File: config.mk
export PLATFORM = sky130hd
export DESIGN_NAME = cca_core
export DESIGN_NICKNAME = d
export VERILOG_FILES = /design/src/hdl/cca_pkg.sv /design/src/hdl/cca_regfile.sv /design/src/hdl/cca_core.sv
export VERILOG_INCLUDE_DIRS = /design/src /design/src/hdl
export SDC_FILE = /design/constraint.sdc
export NUM_CORES = 2
export LEC_CHECK = 0
export BUFFER_PORTS_ARGS = -buffer_cell sky130_fd_sc_hd__buf_2
export CAP_MARGIN = 20
export CORE_UTILIZATION = 29
export CTS_BUF_LIST = sky130_fd_sc_hd__clkbuf_2
export DETAILED_ROUTE_END_ITERATION = 10
export PLACE_DENSITY = 0.54
export SETUP_SLACK_MARGIN = 0.5
export SKIP_LAST_GASP = 1
export SLEW_MARGIN = 20
export SYNTH_ARGS = -nofsm -noshare
export SYNTH_HDL_FRONTEND = slang
export SYNTH_SLANG_ARGS = --single-unit
File: constraint.sdc
create_clock -name sys_clk_in -period 5.28 [get_ports sys_clk_in]
set_input_delay 0.528 -clock sys_clk_in [delete_from_list [all_inputs] [get_ports sys_clk_in]]
set_output_delay 0.528 -clock sys_clk_in [all_outputs]
set_load 0.1 [all_outputs]
File: src/hdl/cca_regs.svh
// register offsets, flag positions and reset values of the core execution block
`ifndef CCA_REGS_SVH
`define CCA_REGS_SVH

`define CCA_IO_BASE 16'h0020
`define CCA_SPL_ADDR 16'h005D
`define CCA_SPH_ADDR 16'h005E
`define CCA_CORE_STATUS_FLAGS_ADDR 16'h005F
`define CCA_RESET_VEC 16'h0000
`define CCA_CORE_STATUS_FLAGS_RST 8'h00

`define CCA_FLAG_I 7
`define CCA_FLAG_T 6
`define CCA_FLAG_H 5
`define CCA_FLAG_S 4
`define CCA_FLAG_V 3
`define CCA_FLAG_N 2
`define CCA_FLAG_Z 1
`define CCA_FLAG_C 0

`endif

File: src/hdl/cca_pkg.sv
// types shared by the core execution block
package cca_pkg;
  typedef enum logic [6:0] {
    ST_EXEC = 7'h01,
    ST_WORD2 = 7'h02,
    ST_LOAD = 7'h04,
    ST_PUSH2 = 7'h08,
    ST_RET1 = 7'h10,
    ST_RET2 = 7'h20,
    ST_LPM = 7'h40
  } cca_state_t;

  typedef enum logic [3:0] {
    OP_ARITH = 4'h0,
    OP_LOGIC = 4'h1,
    OP_LDI = 4'h2,
    OP_SUBI = 4'h3,
    OP_ANDI = 4'h4,
    OP_ORI = 4'h5,
    OP_UNARY = 4'h6,
    OP_IN = 4'h7,
    OP_OUT = 4'h8,
    OP_CTRL = 4'h9,
    OP_RJMP = 4'hA,
    OP_RCALL = 4'hB
  } cca_major_t;

  typedef enum logic [3:0] {
    UN_COM = 4'h0,
    UN_NEG = 4'h1,
    UN_INC = 4'h2,
    UN_DEC = 4'h3,
    UN_LSR = 4'h4,
    UN_BST = 4'h5,
    UN_BLD = 4'h6,
    UN_PUSH = 4'h7,
    UN_POP = 4'h8,
    UN_LD = 4'h9,
    UN_ST = 4'hA,
    UN_LPM = 4'hB,
    UN_LDS = 4'hC,
    UN_STS = 4'hD
  } cca_unary_t;

  typedef enum logic [3:0] {
    CT_SEI = 4'h0,
    CT_CLI = 4'h1,
    CT_RET = 4'h2,
    CT_RETURN_FROM_IRQ = 4'h3,
    CT_CALL = 4'h4,
    CT_SPM = 4'h5
  } cca_ctrl_t;

  typedef enum logic [1:0] {
    W2_LDS = 2'h0,
    W2_STS = 2'h1,
    W2_CALL = 2'h2
  } cca_word2_t;
endpackage

File: src/hdl/cca_regfile.sv
// 32 x 8 working register file with three read ports and pointer views
`timescale 1ns/1ps
module cca_regfile
  import cca_pkg::*;
(
  input wire logic sys_clk_in,
  input wire logic nrst_in,
  input wire logic ce_in,
  input wire logic we_in,
  input wire logic [4:0] waddr_in,
  input wire logic [7:0] wdata_in,
  input wire logic [4:0] raddr_a_in,
  input wire logic [4:0] raddr_b_in,
  input wire logic [4:0] raddr_c_in,
  output logic [7:0] rdata_a_out,
  output logic [7:0] rdata_b_out,
  output logic [7:0] rdata_c_out,
  output logic [15:0] ptr_x_out,
  output logic [15:0] ptr_y_out,
  output logic [15:0] ptr_z_out,
  output logic [15:0] pair0_out
);
  logic [7:0] regs_q [32];
  logic [7:0] regs_d [32];

  // reads are combinational so an ALU operation completes in one clock
  assign rdata_a_out = regs_q[raddr_a_in];
  assign rdata_b_out = regs_q[raddr_b_in];
  assign rdata_c_out = regs_q[raddr_c_in];
  assign ptr_x_out = {regs_q[27], regs_q[26]};
  assign ptr_y_out = {regs_q[29], regs_q[28]};
  assign ptr_z_out = {regs_q[31], regs_q[30]};
  assign pair0_out = {regs_q[1], regs_q[0]};

  for (genvar i = 0; i < 32; i++)
  begin : g_entry
    always_comb
    begin
      regs_d[i] = (we_in && waddr_in == 5'(i)) ? wdata_in : regs_q[i];
    end

    always_ff @(posedge sys_clk_in)
    begin
      if (!nrst_in)
        regs_q[i] <= 8'h00;
      else if (ce_in)
        regs_q[i] <= regs_d[i];
    end
  end
endmodule

File: src/hdl/cca_core.sv
// execution core: fetch, decode, ALU with status flags, stack, interrupts, data space
`timescale 1ns/1ps
`include "cca_regs.svh"
module cca_core
  import cca_pkg::*;
#(
  parameter int IRQ_COUNT = 8,
  parameter int IRQ_W = 3,
  parameter logic [15:0] VEC_WORDS = 16'h0002,
  parameter logic [15:0] BOOT_START = 16'h1C00,
  parameter logic [15:0] RAM_END = 16'h04FF
)
(
  input wire logic sys_clk_in,
  input wire logic nrst_in,
  input wire logic ce_in,
  output logic [15:0] pm_addr_out,
  input wire logic [15:0] pm_data_in,
  output logic pm_store_we_out,
  output logic [15:0] pm_store_addr_out,
  output logic [15:0] pm_store_data_out,
  output logic [15:0] ds_addr_out,
  output logic [7:0] ds_wdata_out,
  output logic ds_we_out,
  output logic ds_re_out,
  input wire logic [7:0] ds_rdata_in,
  input wire logic [IRQ_COUNT-1:0] irq_req_in,
  output logic irq_ack_out,
  output logic [IRQ_W-1:0] irq_ack_id_out,
  output logic [7:0] core_status_flags_out
);
  cca_state_t state_q, state_d;
  logic [15:0] fa_q, fa_d, sp_q, sp_d, jump_q, jump_d, ra_q, ra_d;
  logic [7:0] core_status_flags_q, core_status_flags_d, tmp_q, tmp_d;
  logic [4:0] dst_q, dst_d;
  cca_word2_t w2_q, w2_d;
  logic [15:0] ds_addr_q, ds_addr_d, pst_addr_q, pst_addr_d, pst_data_q, pst_data_d;
  logic [7:0] ds_wdata_q, ds_wdata_d;
  logic ds_we_q, ds_we_d, ds_re_q, ds_re_d, pst_we_q, pst_we_d, ack_q, ack_d;
  logic [IRQ_W-1:0] ack_id_q, ack_id_d, irq_sel;

  logic rf_we;
  logic [4:0] rf_waddr;
  logic [7:0] rf_wdata, rf_a, rf_b, rf_c, ld_data;
  logic [15:0] ptr_x, ptr_y, ptr_z, pair0, ptr, io_addr, next_pc, rel_pc;
  logic wr_en, rd_en;
  logic [15:0] wr_addr, rd_a;
  logic [7:0] wr_data;
  logic [7:0] fl_new, fl_mask, opb, res;
  logic [8:0] wide;
  logic [4:0] nib;
  logic take_irq;

  wire logic [15:0] ins = pm_data_in;
  wire logic [4:0] d5 = ins[11:7];
  wire logic [4:0] r5 = ins[6:2];
  wire logic [4:0] di = {1'b1, ins[3:0]};
  wire logic [7:0] imm = ins[11:4];
  wire logic [3:0] sub = ins[6:3];
  wire logic [2:0] bsel = ins[2:0];

  cca_regfile u_rf (
    .sys_clk_in(sys_clk_in),
    .nrst_in(nrst_in),
    .ce_in(ce_in),
    .we_in(rf_we),
    .waddr_in(rf_waddr),
    .wdata_in(rf_wdata),
    .raddr_a_in((ins[15:12] >= 4'h3 && ins[15:12] <= 4'h5) ? di : d5),
    .raddr_b_in(r5),
    .raddr_c_in(ra_q[4:0]),
    .rdata_a_out(rf_a),
    .rdata_b_out(rf_b),
    .rdata_c_out(rf_c),
    .ptr_x_out(ptr_x),
    .ptr_y_out(ptr_y),
    .ptr_z_out(ptr_z),
    .pair0_out(pair0)
  );

  function automatic logic is_core_reg(input logic [15:0] a);
    return a == `CCA_CORE_STATUS_FLAGS_ADDR || a == `CCA_SPL_ADDR || a == `CCA_SPH_ADDR;
  endfunction

  // lowest index is the lowest vector address, so it wins
  always_comb
  begin
    irq_sel = '0;
    for (int k = IRQ_COUNT - 1; k >= 0; k--)
      if (irq_req_in[k])
        irq_sel = IRQ_W'(k);
  end

  assign take_irq = core_status_flags_q[`CCA_FLAG_I] && (|irq_req_in);
  assign next_pc = fa_q + 16'h0001;
  assign rel_pc = next_pc + {{4{ins[11]}}, ins[11:0]};
  assign io_addr = {10'h000, ins[5:0]} + `CCA_IO_BASE;
  assign ptr = (ins[1:0] == 2'h0) ? ptr_x : (ins[1:0] == 2'h1) ? ptr_y : ptr_z;

  // data read by a load one cycle after its address was issued
  always_comb
  begin
    if (ra_q < `CCA_IO_BASE)
      ld_data = rf_c;
    else if (ra_q == `CCA_CORE_STATUS_FLAGS_ADDR)
      ld_data = core_status_flags_q;
    else if (ra_q == `CCA_SPL_ADDR)
      ld_data = sp_q[7:0];
    else if (ra_q == `CCA_SPH_ADDR)
      ld_data = sp_q[15:8];
    else
      ld_data = ds_rdata_in;
  end

  always_comb
  begin
    state_d = state_q;
    fa_d = fa_q;
    sp_d = sp_q;
    core_status_flags_d = core_status_flags_q;
    jump_d = jump_q;
    tmp_d = tmp_q;
    ra_d = ra_q;
    dst_d = dst_q;
    w2_d = w2_q;
    ds_addr_d = ds_addr_q;
    ds_wdata_d = ds_wdata_q;
    ds_we_d = 1'b0;
    ds_re_d = 1'b0;
    pst_we_d = 1'b0;
    pst_addr_d = pst_addr_q;
    pst_data_d = pst_data_q;
    ack_d = 1'b0;
    ack_id_d = ack_id_q;
    rf_we = 1'b0;
    rf_waddr = d5;
    rf_wdata = 8'h00;
    wr_en = 1'b0;
    wr_addr = 16'h0000;
    wr_data = 8'h00;
    rd_en = 1'b0;
    rd_a = 16'h0000;
    fl_mask = 8'h00;
    fl_new = 8'h00;
    opb = (ins[15:12] == 4'h0 || ins[15:12] == 4'h1) ? rf_b : imm;
    wide = 9'h000;
    nib = 5'h00;
    res = 8'h00;
    unique case (state_q)
      ST_EXEC:
      begin
        if (take_irq)
        begin
          // current instruction is not executed; its address is the return address
          wr_en = 1'b1;
          wr_addr = sp_q;
          wr_data = fa_q[7:0];
          sp_d = sp_q - 16'h0001;
          tmp_d = fa_q[15:8];
          jump_d = 16'((32'(irq_sel) + 32'd1) * 32'(VEC_WORDS));
          core_status_flags_d[`CCA_FLAG_I] = 1'b0;
          ack_d = 1'b1;
          ack_id_d = irq_sel;
          state_d = ST_PUSH2;
        end
        else
        begin
          fa_d = next_pc;
          case (ins[15:12])
            OP_ARITH, OP_SUBI:
            begin
              if (ins[15:12] == OP_ARITH && !ins[1])
              begin
                wide = {1'b0, rf_a} + {1'b0, opb} + {8'h00, ins[0] & core_status_flags_q[`CCA_FLAG_C]};
                nib = {1'b0, rf_a[3:0]} + {1'b0, opb[3:0]} + {4'h0, ins[0] & core_status_flags_q[`CCA_FLAG_C]};
                res = wide[7:0];
                fl_new[`CCA_FLAG_V] = (rf_a[7] & opb[7] & ~res[7]) | (~rf_a[7] & ~opb[7] & res[7]);
              end
              else
              begin
                wide = {1'b0, rf_a} - {1'b0, opb} - {8'h00, ins[0] & core_status_flags_q[`CCA_FLAG_C] & ins[15:12] == OP_ARITH};
                nib = {1'b0, rf_a[3:0]} - {1'b0, opb[3:0]} - {4'h0, ins[0] & core_status_flags_q[`CCA_FLAG_C] & !ins[12]};
                res = wide[7:0];
                fl_new[`CCA_FLAG_V] = (rf_a[7] & ~opb[7] & ~res[7]) | (~rf_a[7] & opb[7] & res[7]);
              end
              fl_new[`CCA_FLAG_C] = wide[8];
              fl_new[`CCA_FLAG_H] = nib[4];
              fl_mask = 8'h3F;
              rf_we = 1'b1;
              rf_waddr = (ins[15:12] == OP_SUBI) ? di : d5;
              rf_wdata = res;
            end
            OP_LOGIC, OP_ANDI, OP_ORI:
            begin
              if (ins[15:12] == OP_ANDI || (ins[15:12] == OP_LOGIC && ins[1:0] == 2'h0))
                res = rf_a & opb;
              else if (ins[15:12] == OP_ORI || ins[1:0] == 2'h1)
                res = rf_a | opb;
              else if (ins[1:0] == 2'h2)
                res = rf_a ^ opb;
              else
                res = opb;
              // move copies without touching flags
              fl_mask = (ins[15:12] == OP_LOGIC && ins[1:0] == 2'h3) ? 8'h00 : 8'h1E;
              rf_we = 1'b1;
              rf_waddr = (ins[15:12] == OP_LOGIC) ? d5 : di;
              rf_wdata = res;
            end
            OP_LDI:
            begin
              rf_we = 1'b1;
              rf_waddr = di;
              rf_wdata = imm;
            end
            OP_UNARY:
            begin
              case (sub)
                UN_COM, UN_NEG, UN_INC, UN_DEC, UN_LSR:
                begin
                  res = (sub == UN_COM) ? ~rf_a : (sub == UN_NEG) ? 8'h00 - rf_a :
                        (sub == UN_INC) ? rf_a + 8'h01 : (sub == UN_DEC) ? rf_a - 8'h01 : {1'b0, rf_a[7:1]};
                  fl_new[`CCA_FLAG_V] = (sub == UN_NEG) ? res == 8'h80 : (sub == UN_INC) ? res == 8'h80 :
                                        (sub == UN_DEC) ? res == 8'h7F : (sub == UN_LSR) ? rf_a[0] : 1'b0;
                  fl_new[`CCA_FLAG_C] = (sub == UN_COM) ? 1'b1 : (sub == UN_NEG) ? res != 8'h00 : rf_a[0];
                  fl_new[`CCA_FLAG_H] = res[3] | rf_a[3];
                  fl_mask = (sub == UN_INC || sub == UN_DEC) ? 8'h1E : (sub == UN_NEG) ? 8'h3F : 8'h1F;
                  rf_we = 1'b1;
                  rf_wdata = res;
                end
                UN_BST: core_status_flags_d[`CCA_FLAG_T] = rf_a[bsel];
                UN_BLD:
                begin
                  rf_we = 1'b1;
                  rf_wdata = rf_a;
                  rf_wdata[bsel] = core_status_flags_q[`CCA_FLAG_T];
                end
                UN_PUSH:
                begin
                  wr_en = 1'b1;
                  wr_addr = sp_q;
                  wr_data = rf_a;
                  sp_d = sp_q - 16'h0001;
                end
                UN_POP:
                begin
                  rd_en = 1'b1;
                  rd_a = sp_q + 16'h0001;
                  sp_d = sp_q + 16'h0001;
                end
                UN_LD:
                begin
                  rd_en = 1'b1;
                  rd_a = ptr;
                end
                UN_ST:
                begin
                  wr_en = 1'b1;
                  wr_addr = ptr;
                  wr_data = rf_a;
                end
                UN_LPM:
                begin
                  // fetch port is borrowed for one cycle to read the table word
                  jump_d = next_pc;
                  fa_d = {1'b0, ptr_z[15:1]};
                  ra_d = ptr_z;
                  dst_d = d5;
                  state_d = ST_LPM;
                end
                UN_LDS, UN_STS:
                begin
                  w2_d = (sub == UN_LDS) ? W2_LDS : W2_STS;
                  tmp_d = rf_a;
                  dst_d = d5;
                  state_d = ST_WORD2;
                end
                default:
                begin
                end
              endcase
            end
            OP_IN:
            begin
              rd_en = 1'b1;
              rd_a = io_addr;
            end
            OP_OUT:
            begin
              wr_en = 1'b1;
              wr_addr = io_addr;
              wr_data = rf_a;
            end
            OP_CTRL:
            begin
              case (ins[11:8])
                CT_SEI: core_status_flags_d[`CCA_FLAG_I] = 1'b1;
                CT_CLI: core_status_flags_d[`CCA_FLAG_I] = 1'b0;
                CT_RET, CT_RETURN_FROM_IRQ:
                begin
                  rd_en = 1'b1;
                  rd_a = sp_q + 16'h0001;
                  sp_d = sp_q + 16'h0001;
                  if (ins[8])
                    core_status_flags_d[`CCA_FLAG_I] = 1'b1;
                end
                CT_CALL:
                begin
                  w2_d = W2_CALL;
                  state_d = ST_WORD2;
                end
                CT_SPM:
                begin
                  pst_we_d = fa_q >= BOOT_START;
                  pst_addr_d = ptr_z;
                  pst_data_d = pair0;
                end
                default:
                begin
                end
              endcase
            end
            OP_RJMP: fa_d = rel_pc;
            OP_RCALL:
            begin
              wr_en = 1'b1;
              wr_addr = sp_q;
              wr_data = next_pc[7:0];
              sp_d = sp_q - 16'h0001;
              tmp_d = next_pc[15:8];
              jump_d = rel_pc;
              state_d = ST_PUSH2;
            end
            default:
            begin
            end
          endcase
          if (rd_en)
          begin
            dst_d = d5;
            state_d = (ins[15:12] == OP_CTRL) ? ST_RET1 : ST_LOAD;
          end
        end
      end
      ST_WORD2:
      begin
        fa_d = next_pc;
        unique case (w2_q)
          W2_LDS:
          begin
            rd_en = 1'b1;
            rd_a = ins;
            state_d = ST_LOAD;
          end
          W2_STS:
          begin
            wr_en = 1'b1;
            wr_addr = ins;
            wr_data = tmp_q;
            state_d = ST_EXEC;
          end
          W2_CALL:
          begin
            wr_en = 1'b1;
            wr_addr = sp_q;
            wr_data = next_pc[7:0];
            sp_d = sp_q - 16'h0001;
            tmp_d = next_pc[15:8];
            jump_d = ins;
            state_d = ST_PUSH2;
          end
        endcase
      end
      ST_PUSH2:
      begin
        wr_en = 1'b1;
        wr_addr = sp_q;
        wr_data = tmp_q;
        sp_d = sp_q - 16'h0001;
        fa_d = jump_q;
        state_d = ST_EXEC;
      end
      ST_LOAD:
      begin
        rf_we = 1'b1;
        rf_waddr = dst_q;
        rf_wdata = ld_data;
        state_d = ST_EXEC;
      end
      ST_RET1:
      begin
        tmp_d = ld_data;
        rd_en = 1'b1;
        rd_a = sp_q + 16'h0001;
        sp_d = sp_q + 16'h0001;
        state_d = ST_RET2;
      end
      ST_RET2:
      begin
        fa_d = {tmp_q, ld_data};
        state_d = ST_EXEC;
      end
      ST_LPM:
      begin
        rf_we = 1'b1;
        rf_waddr = dst_q;
        rf_wdata = ra_q[0] ? ins[15:8] : ins[7:0];
        fa_d = jump_q;
        state_d = ST_EXEC;
      end
    endcase
    // flags land with the write-back; sign always recomputed from N and V
    fl_new[`CCA_FLAG_N] = res[7];
    fl_new[`CCA_FLAG_Z] = res == 8'h00;
    fl_new[`CCA_FLAG_S] = fl_new[`CCA_FLAG_N] ^ fl_new[`CCA_FLAG_V];
    core_status_flags_d = (core_status_flags_d & ~fl_mask) | (fl_new & fl_mask);
    if (rd_en)
    begin
      ra_d = rd_a;
      ds_re_d = rd_a >= `CCA_IO_BASE && !is_core_reg(rd_a);
      ds_addr_d = rd_a;
    end
    if (wr_en)
    begin
      if (wr_addr < `CCA_IO_BASE)
      begin
        rf_we = 1'b1;
        rf_waddr = wr_addr[4:0];
        rf_wdata = wr_data;
      end
      else if (wr_addr == `CCA_CORE_STATUS_FLAGS_ADDR)
        core_status_flags_d = wr_data;
      else if (wr_addr == `CCA_SPL_ADDR)
        sp_d[7:0] = wr_data;
      else if (wr_addr == `CCA_SPH_ADDR)
        sp_d[15:8] = wr_data;
      else
      begin
        ds_we_d = 1'b1;
        ds_addr_d = wr_addr;
        ds_wdata_d = wr_data;
      end
    end
  end

  always_ff @(posedge sys_clk_in)
  begin
    if (!nrst_in)
    begin
      state_q <= ST_EXEC;
      fa_q <= `CCA_RESET_VEC;
      sp_q <= RAM_END;
      core_status_flags_q <= `CCA_CORE_STATUS_FLAGS_RST;
      jump_q <= 16'h0000;
      tmp_q <= 8'h00;
      ra_q <= 16'h0000;
      dst_q <= 5'h00;
      w2_q <= W2_LDS;
      ds_addr_q <= 16'h0000;
      ds_wdata_q <= 8'h00;
      ds_we_q <= 1'b0;
      ds_re_q <= 1'b0;
      pst_we_q <= 1'b0;
      pst_addr_q <= 16'h0000;
      pst_data_q <= 16'h0000;
      ack_q <= 1'b0;
      ack_id_q <= '0;
    end
    else if (ce_in)
    begin
      state_q <= state_d;
      fa_q <= fa_d;
      sp_q <= sp_d;
      core_status_flags_q <= core_status_flags_d;
      jump_q <= jump_d;
      tmp_q <= tmp_d;
      ra_q <= ra_d;
      dst_q <= dst_d;
      w2_q <= w2_d;
      ds_addr_q <= ds_addr_d;
      ds_wdata_q <= ds_wdata_d;
      ds_we_q <= ds_we_d;
      ds_re_q <= ds_re_d;
      pst_we_q <= pst_we_d;
      pst_addr_q <= pst_addr_d;
      pst_data_q <= pst_data_d;
      ack_q <= ack_d;
      ack_id_q <= ack_id_d;
    end
  end

  assign pm_addr_out = fa_q;
  assign pm_store_we_out = pst_we_q;
  assign pm_store_addr_out = pst_addr_q;
  assign pm_store_data_out = pst_data_q;
  assign ds_addr_out = ds_addr_q;
  assign ds_wdata_out = ds_wdata_q;
  assign ds_we_out = ds_we_q;
  assign ds_re_out = ds_re_q;
  assign irq_ack_out = ack_q;
  assign irq_ack_id_out = ack_id_q;
  assign core_status_flags_out = core_status_flags_q;
endmodule

Word level (Yosys, flattened, before mapping)
Memory sizes are Yosys's and may differ from the RTL's. A register that Yosys moved wholly into a read port is not among the register bits.
Cells that the tools add are included.
{ "word_totals": {"mem_bits_ro": 0, "ramBits": 256, "in_bits": 35, "n_memories": 1, "latch_bits": 0, "ff_bits": 157} }
{ "mem_list": {"columns": ["memory", "words", "word_bits", "rd", "rd_ports_with_merged_regs", "write_ports", "line_no", "text"], "rows": [
  ["u_rf.regs_q", 32, 8, 11, 1, 32, "cca_regfile.sv:23", "logic [7:0] regs_q [32];"]
]} }
{ "op_classes": {"addsub": 17, "n_mux": 255, "n_eq_ne": 118, "multipliers": 0, "n_div": 0, "n_lt_le_gt_ge": 8, "shift": 0, "bitwise_logic": 64, "reduce_logical": 115} }
{ "op_table": {"columns": ["cell", "n"], "rows": [
  ["$mux 8", 95],
  ["$mux 16", 28],
  ["$pmux 16 s3", 5],
  ["$pmux 16 s2", 7],
  ["$eq 16x7->1 const B", 9],
  ["$pmux 16 s4", 2],
  ["$pmux 8 s3", 5],
  ["$eq 5x5->1 const B", 16],
  ["$mux 5", 14],
  ["$mux 1", 54],
  ["$pmux 8 s2", 3],
  ["$reduce_and 2->1", 24],
  ["$pmux 7 s3", 2],
  ["$eq 4x3->1 const B", 10],
  ["$eq 4x4->1 const B", 10],
  ["$eq 5x4->1 const B", 8],
  ["$logic_and 1x1->1", 39],
  ["$or 1x1->1", 35],
  ["$add 16x1->16 const B", 2],
  ["$lt 16x6->1 const B", 2],
  ["$pmux 8 s4", 1],
  ["$mux 6", 5],
  ["$pmux 7 s4", 1],
  ["$reduce_and 5->1", 5],
  ["other kinds (86)", 195]
]} }

Longest topological paths before layout
An unclocked memory read counts as a cell.
{ "logic_depth": {"word_depth": 23, "depth_mapped": 29, "mapped_depth_nobuf": 23} }

Modules after synthesis
A second synthesis with hierarchy kept.
{ "unflattened": {"hier_cells": 3071, "area_unflattened_um2": 31103.6} }
{ "modules_own_cells": {"columns": ["module", "instances", "cells_per_inst", "area_each_um2"], "rows": [
  ["cca_core", 1, 2199, 15685.0],
  ["cca_regfile", 1, 872, 15418.5]
]} }

Worst setup path before layout
Ideal clock, no wire load.
{ "synth_path": {"path_kind": "input port to flip-flop", "start": "input pm_data_in[2]", "end": "memory u_rf.regs_q[0][7] (data pin)", "setup_slack_ps": -475, "stages": 19, "t_required_ps": 4993, "arrival_time_ps": 5469, "path_buffers": 4, "cell_sequence": "buf_2 -> buf_1 -> clkbuf_1 -> mux4_2 -> mux4_2 -> mux2i_1 -> o21ai_0 -> ha_1 -> ha_1 -> or2_2 -> a21oi_1 -> a21oi_1 -> xor2_1 -> a221o_1 -> a21oi_1 -> nand2_1 -> a21oi_2 -> buf_2 -> nor2_1"} }
{ "synth_lines": {"columns": ["element", "line_no", "text"], "rows": [
  ["start: declaration", "cca_core.sv:18", "input wire logic [15:0] pm_data_in,"],
  ["end: declaration", "cca_regfile.sv:23", null]
]} }

==> impl_metrics.yaml <==
logic_synthesis:
  yosysMostFrequentCell: "nand2_1"
  synth_commonest_cells: "452 x nand2_1, 378 x nor2_1, 256 x edfxtp_1, 222 x o21ai_0, 211 x clkbuf_1"
  netlist_instances: 3456
  synth_flop_cell: "edfxtp_1"
  synth.area.top_cells: "edfxtp_1 25%, mux4_2 11%, dfxtp_1 10%"
  synth_top_area_cell: "edfxtp_1"
  yosysUniqueCellTypes: 102
  netlist.area_leader.share_pct: 24.68
  seq_area_frac_synth_pct: 35.09
  synth_seq_cells: 418
  syn_area_per_cell_um2: 9.014
  synth_warnings: 0
  synth_edf_count: 256
  async_flop_share_pct: 0
  synthesis.area_um2: 31150
  syn_nets: 3555
hold_path:
  worstHoldPathType: "input port to flip-flop"
floorplan:
  die_area_um2: 108700
  initial_core_util_pct: 29.43
  design.core.area_um2: 105900
  io_pins: 122
  fp-row-count: 119
  die_h_um: 329.8
  fp.dieW_um: 329.8
clock_network:
  ctsLongestPathBuffers: 3
  cts_tree: "done"
  htreeDepth: 3
  clk_latency_ns: 1.41
  cts_buffers: 114
  cts_sinks: 418
  cts.clk_slew.worst_paths_ns: 0.10
  cts-root-buf: "clkbuf_2"
critical_path:
  cp_max_fo: 8
  critical-path-slowest-cell: "mux4_2"
  cpPeakStageDelay_ns: 0.55
  critical_path.most_common_cell: "a21oi_2"
  crit_type: "flip-flop to flip-flop"
  arrival_ns: 5.99
  endpoint_kind: "flip-flop"
  cp.required_ns: 6.27
  startpoint_type: "flip-flop"
  crit_chain: "mux4_2 > mux4_2 > mux2i_1 > buf_4 > o21ai_4 > inv_2 > fa_2 > inv_2 > buf_6 > a21oi_2 > o21bai_1 > a21o_1 > a21oi_2 > buf_4 > o21bai_4 > a21oi_2 > xnor2_2 > a221o_1 > a21oi_1 > nand2_1 > a21oi_4 > buf_6 > buf_12 > nor2_4"
final_layout:
  post-route-util_pct: 38.03
  fin_nets: 4114
  drive_gt1_share_pct: 31.15
  syn2layout_area_growth_pct: 29.22
status:
  outcome: "complete, no violations"
pwr:
  combPwrFrac_pct: 39.7
  power_mw: 10.36
  clockPowerShare_pct: 23.2
  power_leakage_nw: 15.09
  p_per_area_nw_per_um2: 257.4
  ir_drop_v: 0.0001357
  p_seq_share_pct: 37.1
  switching_share_pct: 40.66
  internal_power_mw: 6.149
  p_sw_mw: 4.213
sta:
  drv_slew: 0
  fmax_mhz: 200.2
  setup_viol_count_final: 0
  clock_skew_ns: 0.1816
  finalCritPeriodShare_pct: 94.60
  fin_crit_ns: 4.995
  hold_viol: 0
  rsz0062_at_grt: "yes"
  worst_pin_slew_ns: 1.067
  max_slew_margin_pct: 28.76
global_routing:
  grt_max_degree: 90
  grt_use_total_pct: 28.79
  grt_pass1_wl_um: 226500
  grt_pass1_vias: 31200
  grt_overflow: 0
  antenna_found_initial: 7
placed_design:
  hpwl_um: 120800
  place_congestion: 1.040
  place.port_buffers: 121
route:
  vias_per_cell: 6.070
  first_iter_violations: 4681
  finalWirelength_um: 162100
  ant_nets: 0
  drc_errors: 0
  num_vias: 33430
  drt_pre_antenna_iters: 9
  detail_route.wl_per_cell_um: 29.44
flow_run:
  max_cap_viol_count: 0
state kept, by name, indices dropped and copies added (netlist names), 16 cells and up, named ones only:
signal	count
pm_store_addr_out	16
pm_addr_out	16
sp_q	16
ra_q	16
ds_addr_out	16
jump_q	16
pm_store_data_out	16
u_rf.regs_q	256
path summary, 6_finish.rpt:
check,startpoint,to,slack (ns),cells after the start
hold / removal,pm_data_in[2],jump_q[2],0.18,4
hold reg to reg,pm_store_addr_out[11],pm_store_addr_out[11],0.47,2
setup / recovery,u_rf.regs_q[25][0],u_rf.regs_q[26][7],0.29,24
setup reg to reg,u_rf.regs_q[25][0],u_rf.regs_q[26][7],0.29,24
layout make-up:
type	instances	area, µm²
sequential	418	10940
antenna	4	10.01
clock inverter	60	290.3
clock buffer	154	770.7
fill	10850	65610
timing repair buffer	745	6492
tap	1391	1740
multi-input combinational	2651	19680
inverter	85	329.1
power groups by stage:
stage               Sequential [mW]  Clock (mW)  Combinational (mW)
global route                   3.85        2.62                4.29
detailed placement             3.90           0                3.67
floorplan                      3.89           0                1.98
CTS                            3.82        2.46                3.82
global placement               3.90           0                3.67
finish                         3.84        2.41                4.11
per-layer routing:
layer / global-route usage, % / wire (µm)
met5: 0 / 26
met4: 13.64 / 8664
met3: 7.194 / 18380
met2: 44.09 / 70840
met1: 37.90 / 64230
layout by cell type, fill, tap and decap left out, types with 18 or more instances in the layout:
cell / instances
a211oi_1: 50
or3_1: 20
dfxtp_1: 156
nor2b_1: 61
a21oi_1: 129
nand2_1: 448
a221o_1: 20
buf_4: 511
nand3_1: 122
o211ai_1: 41
buf_2: 118
nor2_1: 319
clkinv_1: 46
buf_12: 69
o21ai_0: 218
inv_1: 78
and3_1: 31
a222oi_1: 22
nand2b_1: 20
ha_1: 51
a32oi_1: 23
edfxtp_1: 256
nor2_4: 36
mux4_2: 156
a21oi_2: 38
o22ai_1: 29
nor3_1: 49
and2_1: 18
nand4_1: 58
a22oi_1: 44
a221oi_1: 33
nor2_2: 24
a31oi_1: 54
xnor2_1: 41
clkbuf_2: 154
a21boi_0: 56
dlygate4sd3_1: 23
mux2i_1: 101
per-stage QoR:
stage | setup slack, ns | cell area (µm²) | TNS (ns) | instances | hold slack, ns
6_report | 0.2851 | 40260 | 0 | 5508 | 0.1791
5_1_grt | 0.1398 | 40250 | 0 | 5507 | 0.09073
4_1_cts | 0.3868 | 39370 | 0 | 5482 | 0.01445
3_5_place_dp | -0.6524 | 37570 | -83.59 | 5219 | 0.4561
3_3_place_gp | -0.7823 | 37570 | -87.42 | 5219 | 0.4533
2_1_floorplan | 0.1910 | 31610 | 0 | 3456 | 0.4403
critical path, delay by kind of cell (launching register included):
family	cells	cell delay, ns
and+or+nand+nor	2	0.22
muxes	3	1.21
xor gates and xnor gates	1	0.10
AOI/OAI and AO/OA	10	1.59
DFF	1	0.48
adders and majority gates	1	0.19
buffers and inverters	7	0.88
cells by family (layout without fill, tap and decap cells):
kind of cell    Yosys count  after routing  synth area share [%]
xor+xnor                 58             58                 1.631
buf+inv                 387           1044                 5.105
mux                     269            269                 14.95
fa+ha+maj                64             64                 2.691
flops                   418            418                 35.09
other cells               0              4                     0
compound gates          947            947                 20.78
simple gates           1313           1313                 19.76
timing repair:
action / 4_1_cts / 5_1_grt
hold buffers: 23 / 0
cloned: 5 / 7
hold endpoints to repair: 353 / 0
setup buffers: 21 / 14
endpoints found under the setup margin: 385 / 461
pin swaps: 21 / 33
gates resized for setup: 35 / 150
(Power assumes the default switching activity.)
